===== src/led_indicator_pkg.sv =====
package led_indicator_pkg;

  localparam int ADDR_W = 12;
  localparam int DATA_W = 16;
  localparam int NUM_IND = 3;
  localparam int SRC_W = 4;

  // Register indices; the byte address is four times the index.
  localparam logic [ADDR_W-1:0] SRC_CFG_IDX = 12'h450;
  localparam logic [ADDR_W-1:0] OVR_CFG_IDX = 12'h451;
  localparam logic [ADDR_W-1:0] STATUS_IDX = 12'h458;
  localparam logic [ADDR_W-1:0] BASIC_STATUS_IDX = 12'h001;

  localparam logic [15:0] SRC_CFG_RESET = 16'h2610;
  localparam logic [15:0] OVR_CFG_RESET = 16'h0049;
  localparam logic [15:0] SRC_CFG_MASK = 16'h7fff;
  localparam logic [15:0] OVR_CFG_MASK = 16'he1ff;

  localparam int BYPASS_BIT = 14;
  localparam int RATE_LSB = 12;
  localparam int RATE_W = 2;
  localparam int OVR_STRIDE = 3;
  localparam int POL_OFS = 0;
  localparam int VAL_OFS = 1;
  localparam int EN_OFS = 2;

  localparam int CLK_HZ = 100_000_000;
  localparam int HALF_MS_20HZ = 50;
  localparam int HALF_MS_10HZ = 100;
  localparam int HALF_MS_5HZ = 200;
  localparam int HALF_MS_2HZ = 500;
  localparam int CYC_PER_MS = CLK_HZ / 1000;
  localparam int CYC_20HZ = HALF_MS_20HZ * CYC_PER_MS;
  localparam int CYC_10HZ = HALF_MS_10HZ * CYC_PER_MS;
  localparam int CYC_5HZ = HALF_MS_5HZ * CYC_PER_MS;
  localparam int CYC_2HZ = HALF_MS_2HZ * CYC_PER_MS;
  localparam int STRETCH_MS = 50;
  localparam int CYC_STRETCH = STRETCH_MS * CYC_PER_MS;
  localparam int CNT_W = 26;

  typedef enum logic [3:0] {
    SRC_LINK = 4'h0,
    SRC_LINK_ACT = 4'h1,
    SRC_LINK_TX = 4'h2,
    SRC_LINK_RX = 4'h3,
    SRC_MASTER = 4'h4,
    SRC_SLAVE = 4'h5,
    SRC_ACT = 4'h6,
    SRC_LOST = 4'h9,
    SRC_PRBS = 4'ha,
    SRC_XMII_ERR = 4'hb
  } src_sel_t;

endpackage


===== src/led_channel.sv =====
`timescale 1ns/1ns
module led_channel
  import led_indicator_pkg::*;
(
  input wire logic clk_in,
  input wire logic rst_in,
  input wire logic [SRC_W-1:0] sel_in,
  input wire logic pol_in,
  input wire logic ovr_en_in,
  input wire logic ovr_val_in,
  input wire logic link_in,
  input wire logic master_in,
  input wire logic blink_in,
  input wire logic act_any_in,
  input wire logic act_tx_in,
  input wire logic act_rx_in,
  input wire logic act_str_in,
  input wire logic err_str_in,
  input wire logic lost_in,
  input wire logic lost_clr_in,
  input wire logic prbs_err_in,
  output logic pin_out,
  output logic state_out
);
  logic lost_q, lost_d;
  logic prbs_q, prbs_d;
  logic pin_q, pin_d;
  logic act;

  always_comb begin
    lost_d = lost_q;
    if (lost_clr_in) begin
      lost_d = 1'b0;
    end
    if (lost_in) begin
      lost_d = 1'b1;
    end
    prbs_d = prbs_q ^ prbs_err_in;
    unique case (sel_in)
      SRC_LINK: act = link_in;
      SRC_LINK_ACT: act = link_in & ~(act_any_in & blink_in);
      SRC_LINK_TX: act = link_in & ~(act_tx_in & blink_in);
      SRC_LINK_RX: act = link_in & ~(act_rx_in & blink_in);
      SRC_MASTER: act = link_in & master_in;
      SRC_SLAVE: act = link_in & ~master_in;
      SRC_ACT: act = act_str_in;
      SRC_LOST: act = lost_q;
      SRC_PRBS: act = prbs_q;
      SRC_XMII_ERR: act = err_str_in;
      default: act = 1'b0;
    endcase
    if (ovr_en_in) begin
      act = ovr_val_in;
    end
    pin_d = pol_in ? act : ~act;
  end

  always_ff @(posedge clk_in or posedge rst_in) begin
    if (rst_in) begin
      lost_q <= 1'b0;
      prbs_q <= 1'b0;
      pin_q <= 1'b0;
    end else begin
      lost_q <= lost_d;
      prbs_q <= prbs_d;
      pin_q <= pin_d;
    end
  end

  assign pin_out = pin_q;
  assign state_out = lost_q;

  property p_lost_hold;
    @(posedge clk_in) disable iff (rst_in)
      lost_q && !lost_clr_in |=> lost_q;
  endproperty
  a_lost_hold: assert property (p_lost_hold) else $error("lost dropped");

  property p_prbs_toggle;
    @(posedge clk_in) disable iff (rst_in)
      prbs_err_in |=> prbs_q != $past(prbs_q);
  endproperty
  a_prbs_toggle: assert property (p_prbs_toggle) else $error("no toggle");

  property p_override;
    @(posedge clk_in) disable iff (rst_in)
      ovr_en_in |=> pin_q == ($past(ovr_val_in) ~^ $past(pol_in));
  endproperty
  a_override: assert property (p_override) else $error("bad override");

  property p_reserved;
    @(posedge clk_in) disable iff (rst_in)
      !ovr_en_in && (sel_in == 4'h7 || sel_in == 4'h8 || sel_in >= 4'hc)
      |=> pin_q == !$past(pol_in);
  endproperty
  a_reserved: assert property (p_reserved) else $error("reserved on");

  property p_master;
    @(posedge clk_in) disable iff (rst_in)
      !ovr_en_in && sel_in == SRC_MASTER && pol_in
      |=> pin_q == $past(link_in && master_in);
  endproperty
  a_master: assert property (p_master) else $error("bad master");

  property p_link;
    @(posedge clk_in) disable iff (rst_in)
      !ovr_en_in && sel_in == SRC_LINK && !pol_in
      |=> pin_q == !$past(link_in);
  endproperty
  a_link: assert property (p_link) else $error("bad link");

endmodule


===== src/led_indicator_control.sv =====
// Our own choice: the Avalon-MM register port.
`timescale 1ns/1ns
// What this block does
// - A two-bit rate field picks blink halves of 50, 100, 200 or 500 ms.
// - The bypass bit drives activity and errors without stretching.
// - Code 0 shows link up; code 1 adds blinking on any activity.
// - Code 2 blinks on transmit only; code 3 blinks on receive only.
// - Codes 4 and 5 show link up as master or as slave.
// - Code 6 shows combined activity, stretched unless bypassed.
// - Code 9 latches on link loss until the basic status is read.
// - Code 10 toggles the indicator on each PRBS checker error.
// - Code 11 shows xMII errors, stretched unless bypassed.
// - Selectors for outputs 1 and 2 sit at bits 7-4 and 11-8.
// - An override enable drives the override value instead.
// - Polarity 0 makes an output active low and 1 active high.
// - The third output drives only when the clock pin carries it.
module led_indicator_control
  import led_indicator_pkg::*;
(
  input wire logic clk_in,
  input wire logic rst_in,
  input wire logic [led_indicator_pkg::ADDR_W+1:0] avs_address_in,
  input wire logic avs_read_in,
  input wire logic avs_write_in,
  input wire logic [31:0] avs_writedata_in,
  input wire logic [3:0] avs_byteenable_in,
  output logic [31:0] avs_readdata_out,
  output logic avs_waitrequest_out,
  input wire logic link_up_in,
  input wire logic master_in,
  input wire logic tx_act_in,
  input wire logic rx_act_in,
  input wire logic link_lost_in,
  input wire logic prbs_err_in,
  input wire logic xmii_err_in,
  input wire logic clkout_is_ind_in,
  output logic [led_indicator_pkg::NUM_IND-1:0] ind_out,
  output logic [led_indicator_pkg::NUM_IND-1:0] ind_oe_out
);
  import led_indicator_pkg::*;

  logic [15:0] src_q, src_d;
  logic [15:0] ovr_q, ovr_d;
  logic [31:0] rdata_q, rdata_d;
  logic ack_q, ack_d;
  logic [2:0] pin_sync_q, pin_sync_d;
  logic pin_sel_q, pin_sel_d;
  logic [CNT_W-1:0] blink_cnt_q, blink_cnt_d;
  logic blink_q, blink_d;
  logic [CNT_W-1:0] act_cnt_q, act_cnt_d;
  logic [CNT_W-1:0] err_cnt_q, err_cnt_d;
  logic [NUM_IND-1:0] pins;
  logic [NUM_IND-1:0] lost_st;
  logic [ADDR_W-1:0] idx;
  logic req, lost_clr, act_any, act_str, err_str;
  logic [CNT_W-1:0] half_cyc;

  assign idx = avs_address_in[ADDR_W+1:2];
  assign req = (avs_read_in | avs_write_in) & ~ack_q;
  assign avs_waitrequest_out = req;
  assign avs_readdata_out = rdata_q;
  assign lost_clr = ack_q & avs_read_in & (idx == BASIC_STATUS_IDX);
  assign act_any = tx_act_in | rx_act_in;

  always_comb begin
    unique case (src_q[RATE_LSB+:RATE_W])
      2'h0: half_cyc = CNT_W'(CYC_20HZ);
      2'h1: half_cyc = CNT_W'(CYC_10HZ);
      2'h2: half_cyc = CNT_W'(CYC_5HZ);
      2'h3: half_cyc = CNT_W'(CYC_2HZ);
    endcase
  end

  always_comb begin
    src_d = src_q;
    ovr_d = ovr_q;
    rdata_d = rdata_q;
    ack_d = req;
    if (ack_q && avs_write_in && avs_byteenable_in[1:0] == 2'h3) begin
      if (idx == SRC_CFG_IDX) begin
        src_d = avs_writedata_in[15:0] & SRC_CFG_MASK;
      end
      if (idx == OVR_CFG_IDX) begin
        ovr_d = avs_writedata_in[15:0] & OVR_CFG_MASK;
      end
    end
    if (req && avs_read_in) begin
      unique case (idx)
        SRC_CFG_IDX: rdata_d = {16'h0000, src_q};
        OVR_CFG_IDX: rdata_d = {16'h0000, ovr_q};
        STATUS_IDX: rdata_d = {25'h0000000, pin_sel_q, blink_q, lost_st,
                               pins[1:0]};
        default: rdata_d = 32'h00000000;
      endcase
    end
  end

  always_comb begin
    pin_sync_d = {pin_sync_q[1:0], clkout_is_ind_in};
    pin_sel_d = pin_sel_q;
    if (pin_sync_q[2] == pin_sync_q[1]) begin
      pin_sel_d = pin_sync_q[2];
    end
    blink_cnt_d = blink_cnt_q + 1'b1;
    blink_d = blink_q;
    if (blink_cnt_q >= half_cyc - 1'b1) begin
      blink_cnt_d = '0;
      blink_d = ~blink_q;
    end
    act_cnt_d = (act_cnt_q != '0) ? act_cnt_q - 1'b1 : act_cnt_q;
    if (act_any) begin
      act_cnt_d = CNT_W'(CYC_STRETCH);
    end
    err_cnt_d = (err_cnt_q != '0) ? err_cnt_q - 1'b1 : err_cnt_q;
    if (xmii_err_in) begin
      err_cnt_d = CNT_W'(CYC_STRETCH);
    end
    if (src_q[BYPASS_BIT]) begin
      act_str = act_any;
      err_str = xmii_err_in;
    end else begin
      act_str = act_any | (act_cnt_q != '0);
      err_str = xmii_err_in | (err_cnt_q != '0);
    end
  end

  always_ff @(posedge clk_in or posedge rst_in) begin
    if (rst_in) begin
      src_q <= SRC_CFG_RESET;
      ovr_q <= OVR_CFG_RESET;
      rdata_q <= 32'h00000000;
      ack_q <= 1'b0;
      pin_sync_q <= 3'h0;
      pin_sel_q <= 1'b0;
      blink_cnt_q <= '0;
      blink_q <= 1'b0;
      act_cnt_q <= '0;
      err_cnt_q <= '0;
    end else begin
      src_q <= src_d;
      ovr_q <= ovr_d;
      rdata_q <= rdata_d;
      ack_q <= ack_d;
      pin_sync_q <= pin_sync_d;
      pin_sel_q <= pin_sel_d;
      blink_cnt_q <= blink_cnt_d;
      blink_q <= blink_d;
      act_cnt_q <= act_cnt_d;
      err_cnt_q <= err_cnt_d;
    end
  end

  for (genvar i = 0; i < NUM_IND; i++) begin : g_ch
    led_channel u_ch (
      .clk_in(clk_in),
      .rst_in(rst_in),
      .sel_in(src_q[i*SRC_W+:SRC_W]),
      .pol_in(ovr_q[i*OVR_STRIDE+POL_OFS]),
      .ovr_en_in(ovr_q[i*OVR_STRIDE+EN_OFS]),
      .ovr_val_in(ovr_q[i*OVR_STRIDE+VAL_OFS]),
      .link_in(link_up_in),
      .master_in(master_in),
      .blink_in(blink_q),
      .act_any_in(act_any),
      .act_tx_in(tx_act_in),
      .act_rx_in(rx_act_in),
      .act_str_in(act_str),
      .err_str_in(err_str),
      .lost_in(link_lost_in),
      .lost_clr_in(lost_clr),
      .prbs_err_in(prbs_err_in),
      .pin_out(pins[i]),
      .state_out(lost_st[i])
    );
  end

  assign ind_out = {pins[2] & pin_sel_q, pins[1:0]};
  assign ind_oe_out = {pin_sel_q, 2'h3};

  property p_bus_one_wait;
    @(posedge clk_in) disable iff (rst_in)
      (avs_read_in || avs_write_in) && avs_waitrequest_out
      |=> !avs_waitrequest_out;
  endproperty
  a_bus_one_wait: assert property (p_bus_one_wait) else $error("wait");

  property p_write_src;
    @(posedge clk_in) disable iff (rst_in)
      ack_q && avs_write_in && idx == SRC_CFG_IDX &&
      avs_byteenable_in[1:0] == 2'h3
      |=> src_q == ($past(avs_writedata_in[15:0]) & SRC_CFG_MASK);
  endproperty
  a_write_src: assert property (p_write_src) else $error("src write");

  property p_blink_period;
    @(posedge clk_in) disable iff (rst_in)
      blink_cnt_q != '0 && blink_cnt_q < half_cyc - 1'b1 && $stable(half_cyc)
      |=> $stable(blink_q);
  endproperty
  a_blink_period: assert property (p_blink_period) else $error("blink");

  property p_bypass;
    @(posedge clk_in) disable iff (rst_in)
      src_q[BYPASS_BIT] |-> act_str == act_any && err_str == xmii_err_in;
  endproperty
  a_bypass: assert property (p_bypass) else $error("bypass");

  property p_stretch;
    @(posedge clk_in) disable iff (rst_in)
      !src_q[BYPASS_BIT] && act_any ##1 !src_q[BYPASS_BIT] |-> act_str;
  endproperty
  a_stretch: assert property (p_stretch) else $error("stretch");

  property p_pin2;
    @(posedge clk_in) disable iff (rst_in)
      !pin_sel_q |-> !ind_oe_out[2] && !ind_out[2];
  endproperty
  a_pin2: assert property (p_pin2) else $error("third pin");

  property p_no_early_write;
    @(posedge clk_in) disable iff (rst_in)
      req |=> src_q == $past(src_q) && ovr_q == $past(ovr_q);
  endproperty
  a_no_early_write: assert property (p_no_early_write) else $error("early");

  property p_write_ovr;
    @(posedge clk_in) disable iff (rst_in)
      ack_q && avs_write_in && idx == OVR_CFG_IDX &&
      avs_byteenable_in[1:0] == 2'h3
      |=> ovr_q == ($past(avs_writedata_in[15:0]) & OVR_CFG_MASK);
  endproperty
  a_write_ovr: assert property (p_write_ovr) else $error("ovr write");

  property p_write_refused;
    @(posedge clk_in) disable iff (rst_in)
      ack_q && avs_write_in && avs_byteenable_in[1:0] != 2'h3
      |=> $stable(src_q) && $stable(ovr_q);
  endproperty
  a_write_refused: assert property (p_write_refused) else $error("refused");

  property p_read_src;
    @(posedge clk_in) disable iff (rst_in)
      req && avs_read_in && idx == SRC_CFG_IDX
      |=> avs_readdata_out == {16'h0000, $past(src_q)};
  endproperty
  a_read_src: assert property (p_read_src) else $error("src read");

  property p_read_unmapped;
    @(posedge clk_in) disable iff (rst_in)
      req && avs_read_in && idx != SRC_CFG_IDX && idx != OVR_CFG_IDX &&
      idx != STATUS_IDX |=> avs_readdata_out == 32'h00000000;
  endproperty
  a_read_unmapped: assert property (p_read_unmapped) else $error("unmapped");

  property p_wait_first;
    @(posedge clk_in) disable iff (rst_in)
      (avs_read_in || avs_write_in) && !ack_q |-> avs_waitrequest_out;
  endproperty
  a_wait_first: assert property (p_wait_first) else $error("no wait");

  property p_blink_wrap;
    @(posedge clk_in) disable iff (rst_in)
      blink_cnt_q >= half_cyc - 1'b1 |=> blink_q != $past(blink_q);
  endproperty
  a_blink_wrap: assert property (p_blink_wrap) else $error("wrap");

  property p_stretch_err;
    @(posedge clk_in) disable iff (rst_in)
      !src_q[BYPASS_BIT] && xmii_err_in ##1 !src_q[BYPASS_BIT] |-> err_str;
  endproperty
  a_stretch_err: assert property (p_stretch_err) else $error("err");

  property p_sel_follow;
    @(posedge clk_in) disable iff (rst_in)
      pin_sync_q[2] == pin_sync_q[1] |=> pin_sel_q == $past(pin_sync_q[2]);
  endproperty
  a_sel_follow: assert property (p_sel_follow) else $error("sel");

  property p_sel_hold;
    @(posedge clk_in) disable iff (rst_in)
      pin_sync_q[2] != pin_sync_q[1] |=> $stable(pin_sel_q);
  endproperty
  a_sel_hold: assert property (p_sel_hold) else $error("sel hold");

  property p_lost_clear;
    @(posedge clk_in) disable iff (rst_in)
      lost_clr && !link_lost_in |=> lost_st == '0;
  endproperty
  a_lost_clear: assert property (p_lost_clear) else $error("clear");

endmodule


===== config.mk =====
export PLATFORM = sky130hd
export DESIGN_NAME = led_indicator_control
export DESIGN_NICKNAME = d
export VERILOG_FILES = /design/src/led_indicator_pkg.sv /design/src/led_channel.sv /design/src/led_indicator_control.sv
export SDC_FILE = /design/constraint.sdc
export NUM_CORES = 1
export LEC_CHECK = 0
export BUFFER_PORTS_ARGS = -buffer_cell sky130_fd_sc_hd__buf_2
export CAP_MARGIN = 20
export CORE_MARGIN = 3
export CORE_UTILIZATION = 59
export CTS_CLUSTER_DIAMETER = 40
export DETAILED_ROUTE_END_ITERATION = 6
export HOLD_SLACK_MARGIN = 0.12
export PLACE_DENSITY = 0.84
export SLEW_MARGIN = 30
export SYNTH_ARGS = -nofsm -noshare
export SYNTH_HDL_FRONTEND = slang
export SYNTH_HIERARCHICAL = 1
export SYNTH_SLANG_ARGS = --single-unit

===== constraint.sdc =====
create_clock -name clk_in -period 6.13 [get_ports clk_in]
set_clock_uncertainty 0.05 [all_clocks]
set_input_delay 1.226 -clock clk_in [delete_from_list [all_inputs] [get_ports clk_in]]
set_output_delay 1.226 -clock clk_in [all_outputs]
set_load 0.05 [all_outputs]

# Word level (Yosys, flattened, before mapping)
# Index checks and enable logic that the tools add are counted.
dict set report totals {
  regBits 150
  input_bits 62
  output_inout_bits 39
  elab_cells 120
}
dict set report op_classes {
  add_sub_neg 4
  magnitude_cmp 1
  n_eq_ne 36
  muxes 20
  bitwise_logic 28
  n_reduce_logical 14
}
# op n
set op_table {}
lappend op_table {{2-to-1 mux 26 bit} 5}
lappend op_table {{one-hot mux 26 bit (4 select lines)} 1}
lappend op_table {{subtractor 26 x 1 -> 26 bit (second input constant)} 3}
lappend op_table {{nonzero test 26 bit} 2}
lappend op_table {{one-hot mux 16 bit (3 select lines)} 1}
lappend op_table {{== test 12 x 11 -> 1 bit (second input constant)} 3}
lappend op_table {{== test 4 x 3 -> 1 bit (second input constant)} 9}
lappend op_table {{== test 4 bit (second input constant)} 9}
lappend op_table {{one-hot mux 1 bit (10 select lines)} 3}
lappend op_table {{adder 26 x 1 -> 26 bit (second input constant)} 1}
lappend op_table {{>= comparator 26 bit} 1}
lappend op_table {{== test 4 x 2 -> 1 bit (second input constant)} 6}
lappend op_table {{bitwise AND 1 bit} 12}
lappend op_table {{== test 12 x 1 -> 1 bit (second input constant)} 1}
lappend op_table {{== test 4 x 1 -> 1 bit (second input constant)} 3}
lappend op_table {{logical NOT 4 bit} 3}
lappend op_table {{2-to-1 mux 1 bit} 10}
lappend op_table {{NOT 1 bit} 9}
lappend op_table {{== test 2 bit (second input constant)} 3}
lappend op_table {{nonzero test 2 bit} 3}
lappend op_table {{bitwise OR 1 bit} 4}
lappend op_table {{AND reduction 2 bit} 2}
lappend op_table {{logical AND 1 bit} 3}
lappend op_table {{bitwise XOR 1 bit} 3}
lappend op_table {{other kinds (3)} 3}

# Depth between registers and ports, before layout
# Gate-level depths: netlist of run 1.
dict set report depth {
  ltp_word 8
  mapped_depth 13
  ltp_nobuf 11
}

# Modules after synthesis
# Netlist of run 1, hierarchy kept.
# module n_inst cells_per_inst area_each_um2 seq_area_each_um2
set modules_own_cells {}
lappend modules_own_cells {led_indicator_control 1 691 6892.9 3186.8}
lappend modules_own_cells {led_channel 3 35 297.8 75.1}

# Worst setup path after synthesis of run 1
# OpenSTA, ideal clock, no wires.
dict set report synth_timing {
  path_kind {in2reg}
  startpoint {input avs_address_in[9] in the netlist's numbering}
  endpoint {register src_q[0]}
  setup_ns 0.125
  t_arrival_ns 3.126
  required_ns 5.955
  setup_slack_ns 2.830
  stages 5
  n_path_buf 1
  path_cell_list {or4_1 > nor4_1 > nor3b_2 > buf_2 > mux2_2}
}
dict set report synth_between {
  elab_chain_len 2
}
# item line_no
set synth_rtl {}
lappend synth_rtl {{start, declared} led_indicator_control.sv:22} ;# input wire logic [led_indicator_pkg::ADDR_W+1:0] avs_address_in,
lappend synth_rtl {{== test 12 x 11 -> 1 bit} led_indicator_control.sv:80} ;# if (idx == SRC_CFG_IDX) begin
lappend synth_rtl {{AND reduction 2 bit (no source line)} -}
lappend synth_rtl {{end signal, assigned} led_indicator_control.sv:140} ;# src_q <= src_d;
lappend synth_rtl {{end, declared} led_indicator_control.sv:42} ;# logic [15:0] src_q, src_d;
# Every way passes these cells.
# A chain may end at the register's enable or synchronous reset.

# Worst setup path in the final report of run 1
dict set report layout_timing {
  startpoint {register act_cnt_q[12]}
  endpoint {register g_ch[2].u_ch.pin_q}
}
dict set report layout_between {
  elab_chain_len 7
}
# item line_no
set layout_rtl {}
lappend layout_rtl {{start, declared} led_indicator_control.sv:50} ;# logic [CNT_W-1:0] act_cnt_q, act_cnt_d;
lappend layout_rtl {{start signal, assigned} led_indicator_control.sv:148} ;# act_cnt_q <= act_cnt_d;
lappend layout_rtl {{nonzero test 26 bit *} led_indicator_control.sv:122} ;# act_str = act_any | (act_cnt_q != '0);
lappend layout_rtl {{bitwise OR 1 bit *} led_indicator_control.sv:122}
lappend layout_rtl {{2-to-1 mux 1 bit *} led_indicator_control.sv:118} ;# if (src_q[BYPASS_BIT]) begin
lappend layout_rtl {{named net act_str} led_indicator_control.sv:55} ;# logic req, lost_clr, act_any, act_str, err_str;
lappend layout_rtl {{one-hot mux 1 bit (10 select lines) *} led_channel.sv:39} ;# unique case (sel_in)
lappend layout_rtl {{2-to-1 mux 1 bit *} led_channel.sv:52} ;# if (ovr_en_in) begin
lappend layout_rtl {{NOT 1 bit} led_channel.sv:55} ;# pin_d = pol_in ? act : ~act;
lappend layout_rtl {{2-to-1 mux 1 bit *} led_channel.sv:55}
lappend layout_rtl {{named net g_ch[2].u_ch.pin_d} led_channel.sv:27} ;# logic pin_q, pin_d;
lappend layout_rtl {{end signal, assigned} led_channel.sv:66} ;# pin_q <= pin_d;
lappend layout_rtl {{end, declared} led_channel.sv:27}
# Mark *: on every way through the listed nets, which the timed path passes. The rest lies on a longest branch.

==> flow_summary.toml, run 1 <==
[outcome]
outcome = "complete, no violations"

[route]
drc = 0
drt_pass1_iterations = 4
vias = 6213
detail_route.iter0.violations = 408
antenna_left = 0
routed_wire_length_per_instance_um = 16.4
post_drt_via_cell_ratio = 6.00
route.final.wire_length_um = 17000

[synth]
synth.top_cell.area_share_pct = 41.5
post_synth.cell_area_avg_sq_um = 9.78
netlist_area_sq_um = 7790
yosys_most_used_dff = "dfrtp_1"
postSynthCellCount = 796
synth_area_leader_cell = "dfrtp_1"
synth-warning-count = 6
ys_ff_latch = 136
edff_count_synth = 0
async_flop_share_pct = 100
synth-seq-area-share_pct = 43.8
ys_top_cells_by_area = "dfrtp_1 41%, ha_1 4.7%, mux2_2 4.2%, nor2_1 3.6%, xnor2_1 2.9%"
yosysUniqueCellTypes = 69

[floorplanning]
io_pins = 101
row_count = 41
design.core.area_sq_um = 12800
fp.dieW_um = 121
dieHeight_um = 121
floorplan.die_area_sq_um = 14600
initial_utilization_pct = 61.0

[sta]
clock.fmax_mhz = 278
setup_total_negative_slack_ns = 0
finalWorstPathRequiredPeriod_ns = 3.60
setup_slack_ns = 2.53
fin_crit_sh_pct = 58.7
final_max_slew_viol_count = 0
rsz0062_at_grt = "no"
timing.max_slew.rel_slack_pct = 34.0
timing_worst_slew_pin_value_ns = 0.981
hold_viol_final = 0
final-setup-viol-count = 0

[setup_path]
regToRegStartpoint = "act_cnt_q[12]"
kind_of_critical_path = "register to register"
critPathMaxFanout = 7
worst_setup_path_end_kind = "register"
r2r_setup_slack_ns = 2.53
signal_arrival_time_at_the_worst_endpoint_ns = 3.91
reg2regPathDepth = 8
critical_path.startpoint_type = "register"
crit_required_ns = 6.44
rr_endpoint = "g_ch[2].u_ch/pin_out"

[placed_design]
port_buffers = 62
pre_cts_slack_ns = 2.61
detailed_place_hpwl_um = 11400
gp_routability_congestion = 0.893

[clocking]
cts_setup_buffers = 0
cts-buffers-inserted = 17
clk_latency_ns = 0.43
number_of_buffers_inserted_by_hold_repair_at_cts = 0
clockRootBuffer = "clkbuf_16"
cts_resized = 0
clk_path_buf_depth = 2
cts.sink_count = 136
clock_tree.htree_level_count = 4
cts_tree = "yes"
clkTransAtPathRegs_ns = 0.06

[global_route]
grt_start_max_net_pins = 69
initial_antenna_violation_count = 0
grt_pass1_wl_um = 28400
via_count_of_the_first_global_routing_pass = 5841
grt_remaining_overflow = 0
grt.total_usage_pct = 24.0

[layout]
antennaDiodeCount = 0
syn_to_final_growth_pct = 11.5
share_of_final_layout_standard_cells_stronger_than_drive_strength_1_pct = 17.9
final_core_occ_pct = 68.0
design.final.nets = 942

[power_and_ir_drop]
cellLeakagePower_nw = 3.74
power.density_nw_per_um2 = 242
max-vdd-ir-drop_v = 0.000217

[hold_path]
hold-path-endpoint = "pin_sync_q[1]"
worst_hold_path.num_cells = 0
hold_path.startpoint = "pin_sync_q[0]"
hp-class = "register to register"

[flow_run]
maxCapViolCount = 0
-- registers in the layout (all words and copies together), names as in the netlist --
register and cells:
act_cnt_q 26, ovr_q 12, ack_q 1, blink_cnt_q 26, g_ch.u_ch/pin_out 3, avs_readdata_out 16, pin_sync_q 3, blink_q 1
g_ch.u_ch/state_out 3, g_ch.u_ch/prbs_q 3, src_q 15, err_cnt_q 26, pin_sel_q 1
-- area by class of cell --
type	count	area, sq um
flip-flops and latches	136	3410
well taps	172	215
clock inverters	7	67.6
clock buffers	25	505
fillers	957	4090
repair buffers	67	348
inverters	29	111
multi-input cells	600	4020
-- routing by layer --
layer	vias to the layer above	routed length, um	track usage, %
met5	-	0	0
met4	0	334	9.21
met3	31	581	4.71
met2	125	8270	37.9
met1	3070	7770	32.8
li1	2987	-	-
-- kinds of logic (layout without fill, tap and decap cells) --
kind of cell	Yosys count	in the layout	synth area share [%]
AND/OR/NAND/NOR	330	330	23.0
AO/OA/AOI/OAI	139	139	12.4
flip-flops	136	136	43.8
buffers and inverters	76	128	5.29
multiplexers	45	45	6.25
XOR/XNOR	38	38	4.27
adder cells (fa/ha/maj)	30	30	4.79
other	2	18	0.0965
-- cells in the mapped netlist (all sizes together), types with 16 or more instances --
| cell | instances |
|---|---|
| dfrtp | 129 |
| nor2 | 76 |
| nand2 | 57 |
| a21oi | 36 |
| buf | 31 |
| nand3 | 30 |
| ha | 29 |
| mux2 | 29 |
| inv | 28 |
| o21ai | 28 |
| xnor2 | 26 |
| or3 | 25 |
| nor4 | 24 |
| nor3 | 21 |
| nand2b | 18 |
| or4 | 17 |
| clkbuf | 16 |
| mux2i | 16 |
| o31ai | 16 |
-- worst max-delay path by stage --
stage                      startpoint              endpoint  slack [ns]  depth (start not counted)
floorplan                      rst_in                 ack_q        1.48                          1
global placement    avs_address_in[9]              src_q[2]        2.69                          6
detailed placement  avs_address_in[9]             src_q[11]        2.61                          6
CTS                     act_cnt_q[12]  g_ch[2].u_ch/pin_out        2.64                          8
global route            act_cnt_q[12]  g_ch[2].u_ch/pin_out        2.41                          8
finish                  act_cnt_q[12]  g_ch[2].u_ch/pin_out        2.53                          8
-- per-stage QoR --
| stage | hold WS, ns | instances | power (mW) | cell area (sq um) |
|---|---|---|---|---|
| detailed placement | 0.308 | 1004 | 1.13 | 8110 |
| finish | 0.323 | 1036 | 2.10 | 8680 |
| global placement | 0.303 | 1004 | 1.12 | 8110 |
| CTS | 0.323 | 1036 | 2.11 | 8680 |
| floorplan | 0.281 | 812 | 1.09 | 7850 |
| global route | 0.325 | 1036 | 2.18 | 8680 |
-- critical path, stage by stage (launching register included) --
cell	delay, ns
dfrtp_1	0.44
nor4_1	0.75
nand4_1	0.49
nor4_2	0.72
o21ai_0	0.40
nand3_1	0.17
a22o_1	0.19
o221a_2	0.19
o211a_1	0.14
-- power by group --
group,switching (mW),leakage (nW),total [mW],internal [mW]
combinational,0.116,1.74,0.168,0.0517
sequential,0.0224,1.72,0.946,0.923
clock,0.376,0.275,0.985,0.609
total,0.515,3.74,2.10,1.58
-- placed cells by master (no fill, tap or decap), types with 24 or more instances in the layout --
| cell | Yosys | final |
|---|---|---|
| a21oi_1 | 36 | 36 |
| nand3_1 | 30 | 30 |
| inv_1 | 28 | 27 |
| nand2_1 | 57 | 57 |
| buf_2 | 2 | 62 |
| or3_1 | 24 | 24 |
| nor2_1 | 75 | 75 |
| mux2_2 | 29 | 29 |
| ha_1 | 29 | 29 |
| xnor2_1 | 26 | 26 |
| dfrtp_1 | 129 | 129 |
(Power assumes the default switching activity.)
==> inputs of run 2 (changes only) <==
Settings changed: CORE_UTILIZATION 59 to 53, PLACE_DENSITY 0.84 to 0.8.
Clock period 6.13 ns to 3.2 ns, I/O delays scaled along.
==> run 2 against run 1 <==
Against the previous run:
- first-iteration DRC count increased by 5.6%
- hold slack lost 0.040 ns
- clock-buffer cell count shrank 7
- critical path depth rose by 1
- fmax is 19% higher
- non-clock buffer count grew 12
- worst setup slack lost 2.4 ns
- final area increased by 1.8%
- via count is 1.0% higher
- clock power rose by 100%
- global-route usage fell by 0.79 points
- total power grew 97%
- critical path type unchanged
- largest cell class unchanged
- largest power group unchanged
==> flow_summary.toml, run 2 (same netlist as run 1, synthesis figures left out) <==
[layout]
share_of_final_layout_standard_cells_stronger_than_drive_strength_1_pct = 19.4
antennaDiodeCount = 0
final_cell_mix = "129 x dfrtp_1, 75 x nor2_1, 62 x buf_2"
final-seq-area_sq_um = 3410
layout.cells.most_common = "dfrtp_1"
design_area_sq_um = 8840
syn_to_final_growth_pct = 13.5
layout_top_registers = "act_cnt_q: 26 flops, blink_cnt_q: 26 flops, err_cnt_q: 26 flops"
final.fill_count = 1151
multi_input_area_sq_um = 4030
design.final.nets = 954

[clocking]
clock_tree.htree_level_count = 4
clk_path_buf_depth = 2
clkTransAtPathRegs_ns = 0.06
clockRootBuffer = "clkbuf_16"
cts_tree = "yes"
cts-buffers-inserted = 17
clk_latency_ns = 0.42
cts.sink_count = 136

[placed_design]
port_buffers = 62
gp_routability_congestion = 0.842
detailed_place_hpwl_um = 12300
detailed_place.area_sq_um = 8230

[power_and_ir_drop]
power_frac_comb_pct = 8.2
max-vdd-ir-drop_v = 0.000390
seq_power_share_pct = 43.9
power.density_nw_per_um2 = 467
intPower_mw = 3.11
finalPower_mw = 4.13
share_clk_of_total_power_pct = 47.9
p_sw_mw = 1.02
cellLeakagePower_nw = 3.82
power.share.switching_pct = 24.6

[global_route]
globalRouteMet1Util_pct = 30.7
grt_pass1_wl_um = 30600
grt_remaining_overflow = 0
globalRouteMet3Util_pct = 5.14
globalRoute.busiestLayer = "met2"
grt_start_max_net_pins = 83
grt.total_usage_pct = 23.2
initial_antenna_violation_count = 0
met2_usage_pct = 38.2
via_count_of_the_first_global_routing_pass = 6339

[sta]
final_max_slew_viol_count = 0
finalWorstPathRequiredPeriod_ns = 3.03
timing.max_slew.rel_slack_pct = 53.7
rsz0062_at_grt = "no"
fin_crit_sh_pct = 94.6
final-setup-viol-count = 0
hold_viol_final = 0
timing_worst_slew_pin_value_ns = 0.690
clock.fmax_mhz = 330
setup_total_negative_slack_ns = 0

[hold_path]
hold_path.startpoint = "clkout_is_ind_in"
hp-class = "primary input to register"
hold-path-endpoint = "pin_sync_q[0]"
worst_hold_path.num_cells = 1

[setup_path]
crit_buf_inv = 0
worst_setup_path_end_kind = "register"
timing.critical_path.slowest_cell_delay_ns = 0.62
cpLargestDelayFamily = "simple AND/OR/NAND/NOR gates"
crit_required_ns = 3.51
reg2regPathDepth = 9
signal_arrival_time_at_the_worst_endpoint_ns = 3.34
critPathMaxFanout = 6
rr_endpoint = "g_ch[2].u_ch/pin_out"
cp_cell_sequence = "or4_1 > or3_4 > nor4_4 > o21ai_0 > mux2_2 > nand2_1 > a22o_1 > o221a_2 > o211a_1"
regToRegStartpoint = "err_cnt_q[20]"
cp_slowest_cell = "or4_1"
kind_of_critical_path = "register to register"
critical_path.startpoint_type = "register"
critical_path_cell_count = 9
r2r_setup_slack_ns = 0.17

[floorplanning]
initial_utilization_pct = 55.0
floorplan.die_area_sq_um = 16200
fp.dieW_um = 127
io_pins = 101
design.core.area_sq_um = 14100
row_count = 43
dieHeight_um = 127

[route]
drc = 0
antenna_left = 0
route.final.wire_length_um = 17700
post_drt_via_cell_ratio = 5.94
routed_wire_length_per_instance_um = 16.8
vias = 6277
drt_pass1_iterations = 5
detail_route.iter0.violations = 431

[flow_run]
maxCapViolCount = 0

[outcome]
outcome = "complete, no violations"
run 2: cell types whose count changed in the layout (fill, tap and decap cells not counted), sizes merged:
cell	delta
clkbuf	-7
buf	+11
bufinv	+2
clkinvlp	+1
dlygate4sd3	+1
clkinv	+5
inv	-1
run 2: how the worst max path moves through the flow:
stage	startpoint	end	slack, ns
after CTS	err_cnt_q[16]	g_ch[2].u_ch/pin_out	0.18
after global routing	err_cnt_q[16]	g_ch[2].u_ch/pin_out	0.02
after detailed placement	err_cnt_q[20]	g_ch[2].u_ch/pin_out	0.21
after global placement	err_cnt_q[20]	g_ch[2].u_ch/pin_out	0.26
final	err_cnt_q[20]	g_ch[2].u_ch/pin_out	0.17
after floorplan	err_cnt_q[8]	g_ch[0].u_ch/pin_out	0.18
run 2: layout make-up:
type / count / share of cell area [%]
Multi-Input combinational cell: 600 / 45.6
Clock buffer: 18 / 4.97
Sequential cell: 136 / 38.6
Timing Repair Buffer: 79 / 5.27
Clock inverter: 14 / 1.77
Inverter: 29 / 1.27
Tap cell: 180 / 2.55
run 2: worst register-to-register path: cells and delay by family (launching register included):
family / cells / cell delay, ns
AO/OA/AOI/OAI: 4 / 0.73
flip-flops: 1 / 0.43
multiplexers: 1 / 0.34
AND/OR/NAND/NOR: 4 / 1.42
run 2: routing by layer:
| layer | vias to the layer above | share of wire [%] |
|---|---|---|
| met5 | - | 0 |
| met3 | 26 | 4.5 |
| met4 | 0 | 1.9 |
| met2 | 157 | 49 |
| met1 | 3088 | 45 |
| li1 | 3006 | - |
run 2: power groups by stage:
stage               logic, mW  registers (mW)  clock network (mW)
floorplan               0.262            1.83                   0
global route            0.374            1.82                2.09
finish                  0.337            1.81                1.98
detailed placement      0.335            1.84                   0
global placement        0.327            1.84                   0
CTS                     0.339            1.81                2.02
run 2: stage by stage:
step                      hold slack, ns  std cells  utilization [%]  setup WS, ns
after floorplan                    0.281        812                -         0.183
after global placement             0.287       1023             58.1         0.263
after detailed placement           0.290       1023             58.1         0.208
after CTS                          0.275       1056             62.4         0.180
after global routing               0.272       1056             62.5        0.0217
final                              0.283       1056             62.5         0.174
run 2: repair_timing:
action	4_1_cts	5_1_grt
resized for setup	0	1
endpoints found under the setup margin	0	1
setup buffers	0	0
endpoints found under the hold margin	9	0
hold buffers	1	0
==> inputs of run 3 (changes only) <==
Settings changed: CORE_ASPECT_RATIO from default to 0.9.
==> run 3 against run 2 <==
Against the previous run:
- largest power group unchanged
- global-route usage is 0.26 points lower
- total power about the same
- register-to-register slack improved by 0.03 ns
- sequential share of layout area barely moved
- hold slack improved by 0.0090 ns
- clock-buffer cell count grew 4
- critical path depth stayed put
- first-iteration DRC count is 5.1% higher
- sequential power about the same
- final area shrank 0.11%
- worst setup slack better by 0.027 ns
==> flow_summary.toml, run 3 (same netlist as run 1, synthesis figures left out) <==
[outcome]
outcome = "complete, no violations"

[global_route]
via_count_of_the_first_global_routing_pass = 6155
grt_remaining_overflow = 0
grt_start_max_net_pins = 83
globalRouteMet1Util_pct = 31.4
initial_antenna_violation_count = 0
grt_pass1_wl_um = 30000
globalRoute.busiestLayer = "met2"
grt.total_usage_pct = 22.9
globalRouteMet3Util_pct = 4.64
met2_usage_pct = 37.0

[setup_path]
cp_slowest_cell = "or4_1"
crit_buf_inv = 0
crit_required_ns = 3.51
critical_path.startpoint_type = "register"
kind_of_critical_path = "register to register"
critPathMaxFanout = 5
signal_arrival_time_at_the_worst_endpoint_ns = 3.31
timing.critical_path.slowest_cell_delay_ns = 0.62
cp_cell_sequence = "or4_1 > or3_1 > nor4_4 > o21ai_0 > mux2_2 > nand2_1 > a22o_1 > o221a_2 > o211a_1"
worst_setup_path_end_kind = "register"
cpLargestDelayFamily = "simple AND/OR/NAND/NOR gates"

[sta]
whs_ns = 0.292
timing_worst_slew_pin_value_ns = 0.780
finalWorstPathRequiredPeriod_ns = 3.00
clock.fmax_mhz = 333
fin_crit_sh_pct = 93.7
hold_viol_final = 0
final_max_slew_viol_count = 0
timing.max_slew.rel_slack_pct = 47.5
setup_total_negative_slack_ns = 0
final-setup-viol-count = 0
rsz0062_at_grt = "no"

[clocking]
clkTransAtPathRegs_ns = 0.06
clk_path_buf_depth = 2
cts_setup_buffers = 0
cts.sink_count = 136
clk_latency_ns = 0.43
cts_resized = 0
cts_tree = "yes"
cts-buffers-inserted = 17
clockRootBuffer = "clkbuf_16"
clock_tree.htree_level_count = 4

[layout]
multi_input_area_sq_um = 4020
final-seq-area_sq_um = 3410
final_cell_mix = "129 x dfrtp_1, 75 x nor2_1, 62 x buf_2"
layout.cells.most_common = "dfrtp_1"
final.fill_count = 1141
antennaDiodeCount = 0
design.final.nets = 954
syn_to_final_growth_pct = 13.4
layout_top_registers = "act_cnt_q: 26 flops, blink_cnt_q: 26 flops, err_cnt_q: 26 flops"
share_of_final_layout_standard_cells_stronger_than_drive_strength_1_pct = 18.9

[hold_path]
hp-class = "primary input to register"

[route]
route.final.wire_length_um = 17900
vias = 6361
detail_route.iter0.violations = 453
drc = 0
post_drt_via_cell_ratio = 5.96
routed_wire_length_per_instance_um = 16.7
antenna_left = 0
drt_pass1_iterations = 5

[power_and_ir_drop]
cellLeakagePower_nw = 3.81
share_clk_of_total_power_pct = 47.9
max-vdd-ir-drop_v = 0.000379
seq_power_share_pct = 43.9
p_sw_uw = 996
intPower_mw = 3.13
power.share.switching_pct = 24.1
power.density_nw_per_um2 = 467
power_frac_comb_pct = 8.1

[placed_design]
port_buffers = 62
gp_routability_congestion = 0.856
detailed_place_hpwl_um = 12300

[floorplanning]
design.core.area_sq_um = 14200
fp.dieW_um = 134
floorplan.die_area_sq_um = 16200
row_count = 41
initial_utilization_pct = 54.8
dieHeight_um = 121
io_pins = 101

[flow_run]
maxCapViolCount = 0
[run 3: cell count changes in the layout (fill, tap and decap cells not counted), sizes merged]
| cell | previous run | this run |
|---|---|---|
| clkbuf | 18 | 22 |
| clkinv | 9 | 7 |
| clkinvlp | 4 | 1 |
[run 3: layout make-up]
cell class	count	share of cell area [%]
well taps	193	2.73
clock buffers	22	5.26
flip-flops and latches	136	38.6
multi-input cells	600	45.6
clock inverters	9	1.40
repair buffers	79	5.13
inverters	29	1.28
[run 3: power groups by stage]
stage / Clock [mW] / Sequential [mW] / Combinational [mW]
after floorplan: 0 / 1.83 / 0.262
after global placement: 0 / 1.84 / 0.326
after detailed placement: 0 / 1.84 / 0.333
after CTS: 2.00 / 1.81 / 0.337
after global routing: 2.07 / 1.82 / 0.369
final: 1.98 / 1.81 / 0.335
[run 3: repair_timing]
action,in CTS,in global routing
hold buffers,1,0
setup endpoints to repair,0,0
endpoints found under the hold margin,9,0
[run 3: final timing paths]
check,start,to,slack (ns),cells after the start
min in group asynchronous,rst_in,g_ch[2].u_ch/pin_out,0.63,3
worst max register to register,err_cnt_q[17],g_ch[2].u_ch/pin_out,0.20,9
worst min-delay path,clkout_is_ind_in,pin_sync_q[0],0.29,1
worst min register to register,pin_sync_q[0],pin_sync_q[1],0.30,0
max in group asynchronous,rst_in,src_q[13],1.74,4
worst max-delay path,err_cnt_q[17],g_ch[2].u_ch/pin_out,0.20,9
[run 3: metrics by stage]
stage	area (sq um)	instances	utilization, %	worst slack, ns	power [mW]
after floorplan	7850	812	-	0.183	2.09
after global placement	8230	1036	57.9	0.303	2.17
after detailed placement	8230	1036	57.9	0.269	2.17
after CTS	8830	1068	62.1	0.248	4.15
after global routing	8830	1068	62.1	0.00846	4.26
final	8830	1068	62.1	0.201	4.13
[run 3: metal layers]
| metal | routed length [um] | up-vias |
|---|---|---|
| li1 | - | 3018 |
| met1 | 8060 | 3139 |
| met2 | 8720 | 181 |
| met3 | 860 | 23 |
| met4 | 210 | 0 |
| met5 | 0 | - |
[run 3: worst reg2reg max path, cell delays in order (launching register included)]
cell and delay (ns):
dfrtp_1 0.41, or4_1 0.62, or3_1 0.47, nor4_4 0.27
o21ai_0 0.23, mux2_2 0.33, nand2_1 0.07, a22o_1 0.15
o221a_2 0.19, o211a_1 0.15
